$ cat src/pkg/edas_defines.svh
`ifndef EDAS_DEFINES_SVH
`define EDAS_DEFINES_SVH

// Register indices; byte address is four times the index
`define EDAS_IDX_DP0_LO   8'h82
`define EDAS_IDX_DP0_HI   8'h83
`define EDAS_IDX_DP1_LO   8'h84
`define EDAS_IDX_DP1_HI   8'h85
`define EDAS_IDX_PSEL     8'h86
`define EDAS_IDX_CLKCTRL  8'h8e
`define EDAS_IDX_PORT2    8'ha0

// Field positions
`define EDAS_PSEL_BIT     0
`define EDAS_STRETCH_MSB  2
`define EDAS_STRETCH_LSB  0

// Reset values
`define EDAS_STRETCH_RST  3'h1
`define EDAS_CLKCTRL_RST  8'h01
`define EDAS_PORT2_RST    8'hff
`define EDAS_DP_RST       16'h0000

// Timing counts in clocks
`define EDAS_FETCH_LAST   6'h03
`define EDAS_STB0_FIRST   6'h01
`define EDAS_STB0_LAST    6'h02
`define EDAS_STBN_FIRST   6'h02

`endif

$ cat src/pkg/edas_pkg.sv
package edas_pkg;

    typedef enum logic [3:0] {
        PH_C1 = 4'b0001,
        PH_C2 = 4'b0010,
        PH_C3 = 4'b0100,
        PH_C4 = 4'b1000
    } edas_phase_e;

    typedef enum logic [2:0] {
        ST_IDLE   = 3'b001,
        ST_FETCH  = 3'b010,
        ST_ACCESS = 3'b100
    } edas_state_e;

    typedef struct packed {
        logic       write;
        logic       use_ptr;
        logic [7:0] index_low;
        logic [7:0] wdata;
    } edas_req_s;

    typedef struct packed {
        logic inc_data_pointer_zero;
        logic sel_inc;
        logic sel_dec;
    } edas_ptrop_s;

endpackage

$ cat src/logic/edas_top.sv
// Our own choice: the Wishbone interface to the registers.
`timescale 1ns/100ps
`default_nettype none
`include "edas_defines.svh"

// Overview of operation
// - Indirect form takes address low byte from the indirect index register.
// - Indirect form takes address high byte from the port 2 register.
// - Pointer form drives all 16 address bits from the selected pointer.
// - Pointer select bit is bit 0 of the register at index 86h.
// - Other pointer select bits do nothing and always read zero.
// - Select bit 0 picks pointer zero, 1 picks pointer one.
// - Incrementing or decrementing the select register toggles the chosen pointer.
// - A transfer starts with a normal four clock opcode fetch cycle.
// - The next stretch plus one machine cycles drive the address and do the access.
// - Stretch value lives in bits 2 to 0 of clock control register.
// - Stretch 0 to 7 gives transfers of 2 to 9 machine cycles.
// - Stretch resets to 1, giving a three machine cycle transfer.
// - Strobe lasts 2 clocks at stretch 0, otherwise four times stretch.
// - Only the transfer is lengthened; the core is held meanwhile.
// - Memory and mapped peripherals share the same external bus cycle.
// - Each machine cycle has four states in fixed order C1 to C4.
module edas_top (
    input  wire logic              clk_i,
    input  wire logic              rst_i,
    input  wire logic              wb_cyc_i,
    input  wire logic              wb_stb_i,
    input  wire logic              wb_we_i,
    input  wire logic [11:0]       wb_adr_i,
    input  wire logic [3:0]        wb_sel_i,
    input  wire logic [31:0]       wb_dat_i,
    output var  logic [31:0]       wb_dat_o,
    output var  logic              wb_ack_o,
    input  wire logic              req_valid_i,
    input  wire edas_pkg::edas_req_s req_i,
    output var  logic              req_ready_o,
    input  wire edas_pkg::edas_ptrop_s ptr_op_i,
    output var  logic              busy_o,
    output var  logic              done_o,
    output var  logic [7:0]        rdata_o,
    output var  logic [3:0]        phase_o,
    output var  logic [15:0]       ext_addr_o,
    output var  logic [7:0]        ext_data_o,
    output var  logic              ext_data_oe_o,
    input  wire logic [7:0]        ext_data_i,
    output var  logic              ext_rd_n_o,
    output var  logic              ext_wr_n_o
);
    import edas_pkg::*;

    function automatic logic strobe_on(input logic [2:0] s, input logic [5:0] c);
        logic [5:0] last;
        last = {1'b0, s, 2'b01};
        if (s == 3'h0) begin
            strobe_on = (c >= `EDAS_STB0_FIRST) && (c <= `EDAS_STB0_LAST);
        end else begin
            strobe_on = (c >= `EDAS_STBN_FIRST) && (c <= last);
        end
    endfunction

    // Machine cycle states
    edas_phase_e phase_reg, phase_next;

    always_comb begin
        case (phase_reg)
            PH_C1:   phase_next = PH_C2;
            PH_C2:   phase_next = PH_C3;
            PH_C3:   phase_next = PH_C4;
            PH_C4:   phase_next = PH_C1;
            default: phase_next = PH_C1;
        endcase
    end

    always_ff @(posedge clk_i) begin
        if (rst_i) begin
            phase_reg <= PH_C1;
        end else begin
            phase_reg <= phase_next;
        end
    end

    // Register file
    logic [15:0] dp0_reg, dp0_next, dp1_reg, dp1_next;
    logic        psel_reg, psel_next;
    logic [2:0]  stretch_reg, stretch_next;
    logic [7:0]  port2_reg, port2_next;
    logic [31:0] dat_reg, dat_next;
    logic        ack_reg, ack_next;
    logic        wb_hit, wb_wr;
    logic [7:0]  wb_idx;
    logic [15:0] dp_sel;

    assign wb_idx = wb_adr_i[9:2];
    assign wb_hit = wb_cyc_i && wb_stb_i && !ack_reg;
    assign wb_wr  = wb_hit && wb_we_i && wb_sel_i[0] && (wb_adr_i[11:10] == 2'b00);
    assign dp_sel = psel_reg ? dp1_reg : dp0_reg;

    always_comb begin
        dp0_next     = dp0_reg;
        dp1_next     = dp1_reg;
        psel_next    = psel_reg;
        stretch_next = stretch_reg;
        port2_next   = port2_reg;
        dat_next     = 32'h0000_0000;
        ack_next     = wb_hit;
        if (ptr_op_i.sel_inc || ptr_op_i.sel_dec) begin
            psel_next = !psel_reg;
        end
        if (ptr_op_i.inc_data_pointer_zero) begin
            if (psel_reg) begin
                dp1_next = dp1_reg + 16'h0001;
            end else begin
                dp0_next = dp0_reg + 16'h0001;
            end
        end
        if (wb_wr) begin
            case (wb_idx)
                `EDAS_IDX_DP0_LO:  dp0_next[7:0]  = wb_dat_i[7:0];
                `EDAS_IDX_DP0_HI:  dp0_next[15:8] = wb_dat_i[7:0];
                `EDAS_IDX_DP1_LO:  dp1_next[7:0]  = wb_dat_i[7:0];
                `EDAS_IDX_DP1_HI:  dp1_next[15:8] = wb_dat_i[7:0];
                `EDAS_IDX_PSEL:    psel_next = wb_dat_i[`EDAS_PSEL_BIT];
                `EDAS_IDX_CLKCTRL: begin
                    stretch_next = wb_dat_i[`EDAS_STRETCH_MSB:`EDAS_STRETCH_LSB];
                end
                `EDAS_IDX_PORT2:   port2_next = wb_dat_i[7:0];
                default:           dat_next = 32'h0000_0000;
            endcase
        end
        if (wb_hit && !wb_we_i && (wb_adr_i[11:10] == 2'b00)) begin
            case (wb_idx)
                `EDAS_IDX_DP0_LO:  dat_next[7:0] = dp0_reg[7:0];
                `EDAS_IDX_DP0_HI:  dat_next[7:0] = dp0_reg[15:8];
                `EDAS_IDX_DP1_LO:  dat_next[7:0] = dp1_reg[7:0];
                `EDAS_IDX_DP1_HI:  dat_next[7:0] = dp1_reg[15:8];
                `EDAS_IDX_PSEL:    dat_next[0]   = psel_reg;
                `EDAS_IDX_CLKCTRL: dat_next[2:0] = stretch_reg;
                `EDAS_IDX_PORT2:   dat_next[7:0] = port2_reg;
                default:           dat_next      = 32'h0000_0000;
            endcase
        end
    end

    always_ff @(posedge clk_i) begin
        if (rst_i) begin
            dp0_reg     <= `EDAS_DP_RST;
            dp1_reg     <= `EDAS_DP_RST;
            psel_reg    <= 1'b0;
            stretch_reg <= `EDAS_STRETCH_RST;
            port2_reg   <= `EDAS_PORT2_RST;
            dat_reg     <= 32'h0000_0000;
            ack_reg     <= 1'b0;
        end else begin
            dp0_reg     <= dp0_next;
            dp1_reg     <= dp1_next;
            psel_reg    <= psel_next;
            stretch_reg <= stretch_next;
            port2_reg   <= port2_next;
            dat_reg     <= dat_next;
            ack_reg     <= ack_next;
        end
    end

    // Read data pins pass two flops before use
    logic [7:0] sync1_reg, sync2_reg;

    always_ff @(posedge clk_i) begin
        if (rst_i) begin
            sync1_reg <= 8'h00;
            sync2_reg <= 8'h00;
        end else begin
            sync1_reg <= ext_data_i;
            sync2_reg <= sync1_reg;
        end
    end

    // Transfer sequencer; one bus cycle serves memory and mapped peripherals
    edas_state_e state_reg, state_next;
    logic [5:0]  cnt_reg, cnt_next;
    logic [2:0]  lat_str_reg, lat_str_next;
    logic [15:0] lat_addr_reg, lat_addr_next;
    logic        lat_wr_reg, lat_wr_next;
    logic [7:0]  lat_wd_reg, lat_wd_next;
    logic [15:0] addr_reg, addr_next;
    logic [7:0]  rdata_reg, rdata_next;
    logic        rd_n_reg, rd_n_next, wr_n_reg, wr_n_next, oe_reg, oe_next;
    logic        ready_reg, ready_next, busy_reg, busy_next, done_reg, done_next;
    logic        accept, stb_next;
    logic [15:0] addr_src;
    logic [5:0]  acc_last;

    assign accept   = req_valid_i && ready_reg;
    assign addr_src = req_i.use_ptr ? dp_sel : {port2_reg, req_i.index_low};
    assign acc_last = {1'b0, lat_str_reg, 2'b11};

    always_comb begin
        state_next    = state_reg;
        cnt_next      = cnt_reg + 6'h01;
        lat_str_next  = lat_str_reg;
        lat_addr_next = lat_addr_reg;
        lat_wr_next   = lat_wr_reg;
        lat_wd_next   = lat_wd_reg;
        addr_next     = addr_reg;
        rdata_next    = rdata_reg;
        done_next     = 1'b0;
        case (state_reg)
            ST_IDLE: begin
                cnt_next = 6'h00;
                if (accept) begin
                    state_next    = ST_FETCH;
                    lat_str_next  = stretch_reg;
                    lat_addr_next = addr_src;
                    lat_wr_next   = req_i.write;
                    lat_wd_next   = req_i.wdata;
                end
            end
            ST_FETCH: begin
                if (cnt_reg == `EDAS_FETCH_LAST) begin
                    state_next = ST_ACCESS;
                    cnt_next   = 6'h00;
                    addr_next  = lat_addr_reg;
                end
            end
            ST_ACCESS: begin
                if (cnt_reg == acc_last) begin
                    state_next = ST_IDLE;
                    cnt_next   = 6'h00;
                    done_next  = 1'b1;
                    if (!lat_wr_reg) begin
                        rdata_next = sync2_reg;
                    end
                end
            end
            default: begin
                state_next = ST_IDLE;
                cnt_next   = 6'h00;
            end
        endcase
        stb_next   = (state_next == ST_ACCESS) && strobe_on(lat_str_reg, cnt_next);
        rd_n_next  = !(stb_next && !lat_wr_reg);
        wr_n_next  = !(stb_next && lat_wr_reg);
        oe_next    = (state_next == ST_ACCESS) && lat_wr_reg;
        busy_next  = state_next != ST_IDLE;
        ready_next = (state_next == ST_IDLE) && (phase_next == PH_C4);
    end

    always_ff @(posedge clk_i) begin
        if (rst_i) begin
            state_reg    <= ST_IDLE;
            cnt_reg      <= 6'h00;
            lat_str_reg  <= `EDAS_STRETCH_RST;
            lat_addr_reg <= 16'h0000;
            lat_wr_reg   <= 1'b0;
            lat_wd_reg   <= 8'h00;
            addr_reg     <= 16'h0000;
            rdata_reg    <= 8'h00;
            rd_n_reg     <= 1'b1;
            wr_n_reg     <= 1'b1;
            oe_reg       <= 1'b0;
            busy_reg     <= 1'b0;
            ready_reg    <= 1'b0;
            done_reg     <= 1'b0;
        end else begin
            state_reg    <= state_next;
            cnt_reg      <= cnt_next;
            lat_str_reg  <= lat_str_next;
            lat_addr_reg <= lat_addr_next;
            lat_wr_reg   <= lat_wr_next;
            lat_wd_reg   <= lat_wd_next;
            addr_reg     <= addr_next;
            rdata_reg    <= rdata_next;
            rd_n_reg     <= rd_n_next;
            wr_n_reg     <= wr_n_next;
            oe_reg       <= oe_next;
            busy_reg     <= busy_next;
            ready_reg    <= ready_next;
            done_reg     <= done_next;
        end
    end

    assign wb_dat_o      = dat_reg;
    assign wb_ack_o      = ack_reg;
    assign req_ready_o   = ready_reg;
    assign busy_o        = busy_reg;
    assign done_o        = done_reg;
    assign rdata_o       = rdata_reg;
    assign phase_o       = phase_reg;
    assign ext_addr_o    = addr_reg;
    assign ext_data_o    = lat_wd_reg;
    assign ext_data_oe_o = oe_reg;
    assign ext_rd_n_o    = rd_n_reg;
    assign ext_wr_n_o    = wr_n_reg;

    // Checking helpers
    logic [5:0] stb_len_reg;
    logic [6:0] busy_len_reg;
    logic       stb_act;

    assign stb_act = !rd_n_reg || !wr_n_reg;

    always_ff @(posedge clk_i) begin
        if (rst_i) begin
            stb_len_reg  <= 6'h00;
            busy_len_reg <= 7'h00;
        end else begin
            stb_len_reg  <= stb_act ? stb_len_reg + 6'h01 : 6'h00;
            busy_len_reg <= busy_reg ? busy_len_reg + 7'h01 : 7'h00;
        end
    end
endmodule // edas_top

`default_nettype wire

$ cat config.mk
export PLATFORM = sky130hd
export DESIGN_NAME = edas_top
export DESIGN_NICKNAME = d
export VERILOG_FILES = /design/src/pkg/edas_pkg.sv /design/src/logic/edas_top.sv
export VERILOG_INCLUDE_DIRS = /design/src /design/src/pkg
export SDC_FILE = /design/constraint.sdc
export NUM_CORES = 1
export LEC_CHECK = 0
export BUFFER_PORTS_ARGS = -buffer_cell sky130_fd_sc_hd__buf_2
export CORE_MARGIN = 2
export CORE_UTILIZATION = 48
export CTS_CLUSTER_SIZE = 28
export DETAILED_ROUTE_END_ITERATION = 10
export PLACE_DENSITY = 0.83
export SKIP_CTS_REPAIR_TIMING = 1
export SLEW_MARGIN = 20
export SYNTH_ARGS = -nofsm -noshare
export SYNTH_HDL_FRONTEND = slang
export SYNTH_SLANG_ARGS = --single-unit
$ cat constraint.sdc
create_clock -name clk_i -period 2.4 [get_ports clk_i]
set_input_delay 0.24 -clock clk_i [delete_from_list [all_inputs] [get_ports clk_i]]
set_output_delay 0.24 -clock clk_i [all_outputs]
set_load 0.03 [all_outputs]
==> Yosys cells after proc, flatten, opt, wreduce, memory -nomap -nowiden <==
Cells that the tools add are included.
{ "classes": {"bitwise": 3, "n_lt_le_gt_ge": 4, "add_sub_neg": 3, "eq_ne": 19, "n_mux": 28, "n_reduce_logical": 31} }
{ "ops": {"columns": ["operator", "n"], "rows": [
  ["$mux 16", 8],
  ["$eq 8x8->1 const B", 7],
  ["$add 16x1->16 const B", 2],
  ["$mux 8", 4],
  ["$pmux 5 s5", 1],
  ["$logic_and 1x1->1", 15],
  ["$mux 6", 2],
  ["$pmux 2 s6", 1],
  ["$pmux 4 s3", 1],
  ["$pmux 6 s2", 1],
  ["$mux 3", 3],
  ["$pmux 3 s3", 1],
  ["$reduce_and 2->1", 4],
  ["$pmux 1 s7", 1],
  ["$add 6x1->6 const B", 1],
  ["$eq 3x1->1 const B", 2],
  ["$eq 3x3->1 const B", 2],
  ["$eq 6x2->1 const B", 1],
  ["$eq 6x5->1", 1],
  ["$ge 6x1->1 const B", 1],
  ["$ge 6x2->1 const B", 1],
  ["$le 6x2->1 const B", 1],
  ["$le 6x5->1", 1],
  ["$logic_not 1->1", 6],
  ["13 further kinds", 20]
]} }
{ "totals": {"register_bits": 164, "out_inout_bits": 75, "wordCells": 113, "input_bits": 83} }

==> Longest topological paths before layout <==
{ "logic_depth": {"depth_word": 9, "depth_mapped": 11, "ltp_nobuf": 11} }

==> Least setup slack after synthesis <==
OpenSTA, ideal clock, no wires.
{ "synth_path": {"path_kind": "reg2reg", "start": "register cnt_reg[0]", "end": "register rd_n_reg, in the netlist ext_rd_n_o", "synth_period_minus_slack_ns": 2.531, "slack_ns": -0.131, "path_buffers": 0, "required_ns": 2.267, "path_stages_with_launch": 12, "setup_ns": 0.133, "arrival_ns": 2.397, "path_cell_list": "dfxtp_1 -> ha_1 -> nand2b_1 -> o31ai_1 -> nor2b_1 -> nor2_1 -> ha_1 -> a21o_1 -> a211oi_1 -> o221ai_1 -> o211ai_1 -> nand4_1"} }
{ "synth_between": {"elab_chain_len": 9, "elab_cells_between_ends": 20, "classes_between": "add/sub: 1; order compare: 4; eq/ne: 3; mux: 7; reduce/logical: 5"} }
{ "synth_lines": {"columns": ["item", "line", "rtl"], "rows": [
  ["start: declaration", "edas_top.sv:179", "logic [5:0] cnt_reg, cnt_next;"],
  ["start signal: assignment", "edas_top.sv:265", "cnt_reg <= cnt_next;"],
  ["$add 6x1->6 (tied with other cells)", "edas_top.sv:198", "cnt_next = cnt_reg + 6'h01;"],
  ["$mux 6 (on tied branches)", "edas_top.sv:225, edas_top.sv:218", null],
  ["$pmux 6 s2 (*)", "edas_top.sv:206", "case (state_reg)"],
  ["named net cnt_next[3]", "edas_top.sv:179", null],
  ["$ge 6x2->1 (no line) (tied with other cells)", null, null],
  ["$logic_and 1x1->1 (on tied branches)", "edas_top.sv:57, edas_top.sv:55", null],
  ["$mux 1 (*)", "edas_top.sv:54", "if (s == 3'h0) begin"],
  ["$logic_and 1x1->1 (*)", "edas_top.sv:239", "stb_next = (state_next == ST_ACCESS) && strobe_on(lat_str_reg, cnt_next);"],
  ["$logic_and 1x1->1 (*)", "edas_top.sv:240", "rd_n_next = !(stb_next && !lat_wr_reg);"],
  ["$logic_not 1->1 (*)", "edas_top.sv:240", null],
  ["end signal: assignment", "edas_top.sv:272", "rd_n_reg <= rd_n_next;"],
  ["end: declaration", "edas_top.sv:186", "logic rd_n_reg, rd_n_next, wr_n_reg, wr_n_next, oe_reg, oe_next;"]
]} }
Mark *: on every way through the listed nets, which the timed path passes. The rest lies on a longest branch.
A chain may end at the register's enable or synchronous reset.

==> Final worst setup path <==
{ "layout_path": {"start": "register cnt_reg[3]", "end": "register wr_n_reg, in the netlist ext_wr_n_o"} }
{ "layout_between": {"elab_chain_len": 9, "elab_cells_between_ends": 20, "classes_between": "add/sub: 1; order compare: 4; eq/ne: 3; mux: 7; reduce/logical: 5"} }
{ "layout_lines": {"columns": ["item", "line", "rtl"], "rows": [
  ["$eq 6x5->1 / $eq 6x2->1 (equally long branches)", null, null],
  ["$mux 6 (on tied branches)", "edas_top.sv:225, edas_top.sv:218", null],
  ["$pmux 6 s2 (*)", "edas_top.sv:206", null],
  ["named net cnt_next[2]", "edas_top.sv:179", null],
  ["$ge 6x2->1 (no line) (tied with other cells)", null, null],
  ["$logic_and 1x1->1 (on tied branches)", "edas_top.sv:57, edas_top.sv:55", null],
  ["$mux 1 (*)", "edas_top.sv:54", null],
  ["$logic_and 1x1->1 (*)", "edas_top.sv:239", null],
  ["$logic_and 1x1->1 (*)", "edas_top.sv:241", "wr_n_next = !(stb_next && lat_wr_reg);"],
  ["$logic_not 1->1 (*)", "edas_top.sv:241", null],
  ["end signal: assignment", "edas_top.sv:273", "wr_n_reg <= wr_n_next;"],
  ["end: declaration", "edas_top.sv:186", null]
]} }
Marks and branches as above.

==> impl_summary.md <==
Outcome
The run finished with clean final reports.

STA
The final count of hold timing violations is 0. Static timing analysis puts the maximum clock frequency at around 0.43 GHz. The final total negative setup slack is 0 ns. The final clock period utilization by the worst path is 95.87%. Measured against its own limit, the worst slew margin works out to a little under half. The worst hold margin is 0.02295 ns. The total count of max-transition violations in the final report is 0. Setup violations remaining at the end of the flow were counted as 0. The clock period minus worst slack is 2.301 ns. For the pin with the worst max-slew slack, the measured transition is 0.8073 ns. On the final layout, the worst clock skew is around 0.0069 ns.

Clock tree
The cell sitting at the root of the clock tree is a clkbuf_16. Counting every sink on the clock net gives 140. The number of levels the H-tree was split into is 4.

The clock latency at the later pin of the worst-skew pair is 0.43 ns. The worst-case clock buffer depth is 2. The TritonCTS clock tree is built.

The clock-pin slew reported for the worst setup and hold paths after clock tree synthesis is ~0.060 ns. TritonCTS created 17 clock buffers.

Finish
The finished cells cover 0.007879 mm². Relative to the synthesized area, the layout overhead comes to 21.87%. The layout cell share with drive strength beyond 1 is 24.20%. The repair_antennas step left the layout with diodes totalling 0. Fill cells in the final layout number approximately 1100. The finished layout holds just over 1000 standard cells, fillers aside. The count of nets after finishing is 916.

Yosys
The primary flip-flop cell chosen by synthesis mapping is dfxtp_1. dfxtp_1 takes more of the synthesized area than any other cell. The flop and latch count out of synthesis is 140. The proportion of register bits with asynchronous set or reset after synthesis is 0%. The cell area that synthesis handed to floorplanning was roughly 0.0065 mm². The share of the synthesized area in the top cell type is 43.35%. The number of enable flip-flop cells after synthesis is 0. In this run the mean area of a mapped cell was 9.004 µm². Yosys mapped the design onto 58 distinct sky130hd cell types. The instance count of the mapped netlist is 718.

The warning count from the yosys run is 0. By area the synthesized netlist is led by dfxtp_1 (43%), mux2i_1 (7.1%), nor2_1 (5.1%). The share of the Yosys chip area taken by registers is 43.35%.

Detailed routing
The total vias in the final route is 5600. The final layout contains routed wiring with a total length of 16.55 mm. After the first detailed-routing iteration, the DRC count stood at 575. In this run the remaining antenna-violating nets after routing total 0. Before antenna repair, the detailed router went through 9 iterations. The detailed-route wire length per cell is approximately 16 µm.

For this run, design rule violations remaining after detail routing come to 0. The number of vias per cell after detailed routing is 5.517.

Placed design
Summed over all nets, the half-perimeter wirelength after detailed placement is 11.60 mm. After detailed placement, the total cell area comes to roughly 0.007 mm². In this run, placement finished with an instance count of between 900 and 1000. The port buffer count is 104. The weighted congestion reported at the end of routability-driven placement is 0.9493.

Floorplanning
After floorplanning, the core was divided into 42 placement rows. The starting density of the core is 49.01%. around 160 I/O pins were placed. The area of the placeable core is 0.01319 mm². From bottom edge to top edge, the die measures 120.1 µm. The full die area is 0.01441 mm². Measured along the x axis, the die boundary spans 120.1 µm.

Critical path
STA puts the critical path data required time at 2.70 ns. The highest fanout seen on the critical path is 4. The data arrival time of the critical path is 2.60 ns.

The critical path is of the flop to flop type. The worst setup path is launched from a flop. The endpoint class of the critical path is a flop.

Power and ir drop
VDD sags by at most 0.0004363 V. Summed over all cells, the static leakage comes to 3.013 nW. Power spread over the standard cell area amounts to 676.0 mW/mm².

GRT
After global routing the overflow that remains totals 0. The largest net degree at the start of global routing is 82. The first-pass GRT wire length is ~26 mm. The number of antenna violations at the first check in global routing was 0. Global routing used roughly 23% of the available tracks across all layers. The via count of the first global-routing pass came to 5094.

Min path
The min-delay analysis places its worst path in the category input port to flop.

Job
The tool flagged a number of max-cap violations equal to 0.
[report_power, final]
group	internal [mW]	switching [mW]	total (mW)
combinational	0.108	0.226	0.334
sequential	2.36	0.0240	2.38
clock	1.63	0.980	2.61
total	4.10	1.23	5.33
[worst max-delay path: stages, from the launching register on]
cell,delay [ns]
dfxtp_1,0.32
buf_4,0.16
xnor2_2,0.24
a41oi_4,0.17
nor2b_4,0.18
buf_6,0.12
nor2_2,0.04
ha_2,0.34
nand3_2,0.08
nor3_2,0.18
o221ai_1,0.13
o211ai_1,0.12
nand4_1,0.11
[kinds of logic (layout without fill, tap and decap cells)]
kind of cell	Yosys count	count (layout)	share of synthesized area, %
AO/OA/AOI/OAI	129	129	13.84
XOR/XNOR	38	38	5.148
adder cells (fa/ha/maj)	6	6	1.161
buffers and inverters	70	168	6.154
flip-flops	140	140	43.35
multiplexers	46	46	7.122
other	1	24	0.05801
AND/OR/NAND/NOR	288	288	23.17
[routing by layer]
layer	vias up	GRT usage (%)	wire length, µm	share of wire (%)
met1	2620	28.81	7057	43
met3	38	6.131	1338	8.1
met2	233	35.83	7742	47
met4	0	10.44	412	2.5
met5	-	0	0	0
li1	2709	-	-	-
[per-stage QoR]
stage / total power [mW] / setup slack [ns] / util, %
floorplan: 2.672 / 0.03873 / -
global placement: 2.753 / 0.06437 / 54.26
detailed placement: 2.762 / -0.04424 / 54.26
CTS: 5.345 / -0.1150 / 58.76
global route: 5.470 / -0.05888 / 59.73
finish: 5.326 / 0.09918 / 59.73
[layout make-up]
cell class | instances | area (µm²) | area share (%)
inverters | 6 | 22.52 | 0.2859
clock inverters | 10 | 112.6 | 1.429
multi-input cells | 531 | 3491 | 44.31
repair buffers | 131 | 742.0 | 9.417
flip-flops and latches | 140 | 2810 | 35.67
well taps | 176 | 220.2 | 2.795
clock buffers | 21 | 480.5 | 6.098
[placed cells by master (no fill, tap or decap), types with 4 or more instances in the layout]
master,n
xnor2_1,16
a211oi_1,33
a211o_1,9
and3_1,7
inv_1,6
clkbuf_16,17
xor2_1,20
buf_2,103
and4_1,7
nand3_1,13
clkinv_2,4
a22oi_1,8
dfxtp_2,6
o21ai_0,10
buf_4,26
nor2_1,85
o211ai_1,16
nor3_1,8
nand2_1,81
dfxtp_1,134
nand2b_1,4
a222oi_1,8
mux2i_1,46
conb_1,24
a21oi_1,33
nor2b_1,31
nand4_1,10
clkbuf_8,4
[synthesized netlist by cell type, types with 7 or more instances]
master    count
dfxtp_1     140
nor2_1       88
nand2_1      81
mux2i_1      46
a211oi_1     34
a21oi_1      33
nor2b_1      33
clkbuf_1     27
buf_4        24
xor2_1       20
xnor2_1      18
o211ai_1     16
nand3_1      14
o21ai_0      12
nand4_1      10
a211o_1       9
nor3_1        9
a222oi_1      8
a22oi_1       8
and3_1        7
and4_1        7
[path summary, 6_finish.rpt]
check / cells past startpoint / slack [ns] / to / start
worst max-delay path: 12 / 0.1 / ext_wr_n_o / cnt_reg[3]
worst min-delay path: 2 / 0.02 / sync1_reg[7] / ext_data_i[7]
worst max register to register: 12 / 0.1 / ext_wr_n_o / cnt_reg[3]
worst min register to register: 1 / 0.44 / sync2_reg[1] / sync1_reg[1]
Note: power is estimated with default switching activity, not from simulation.
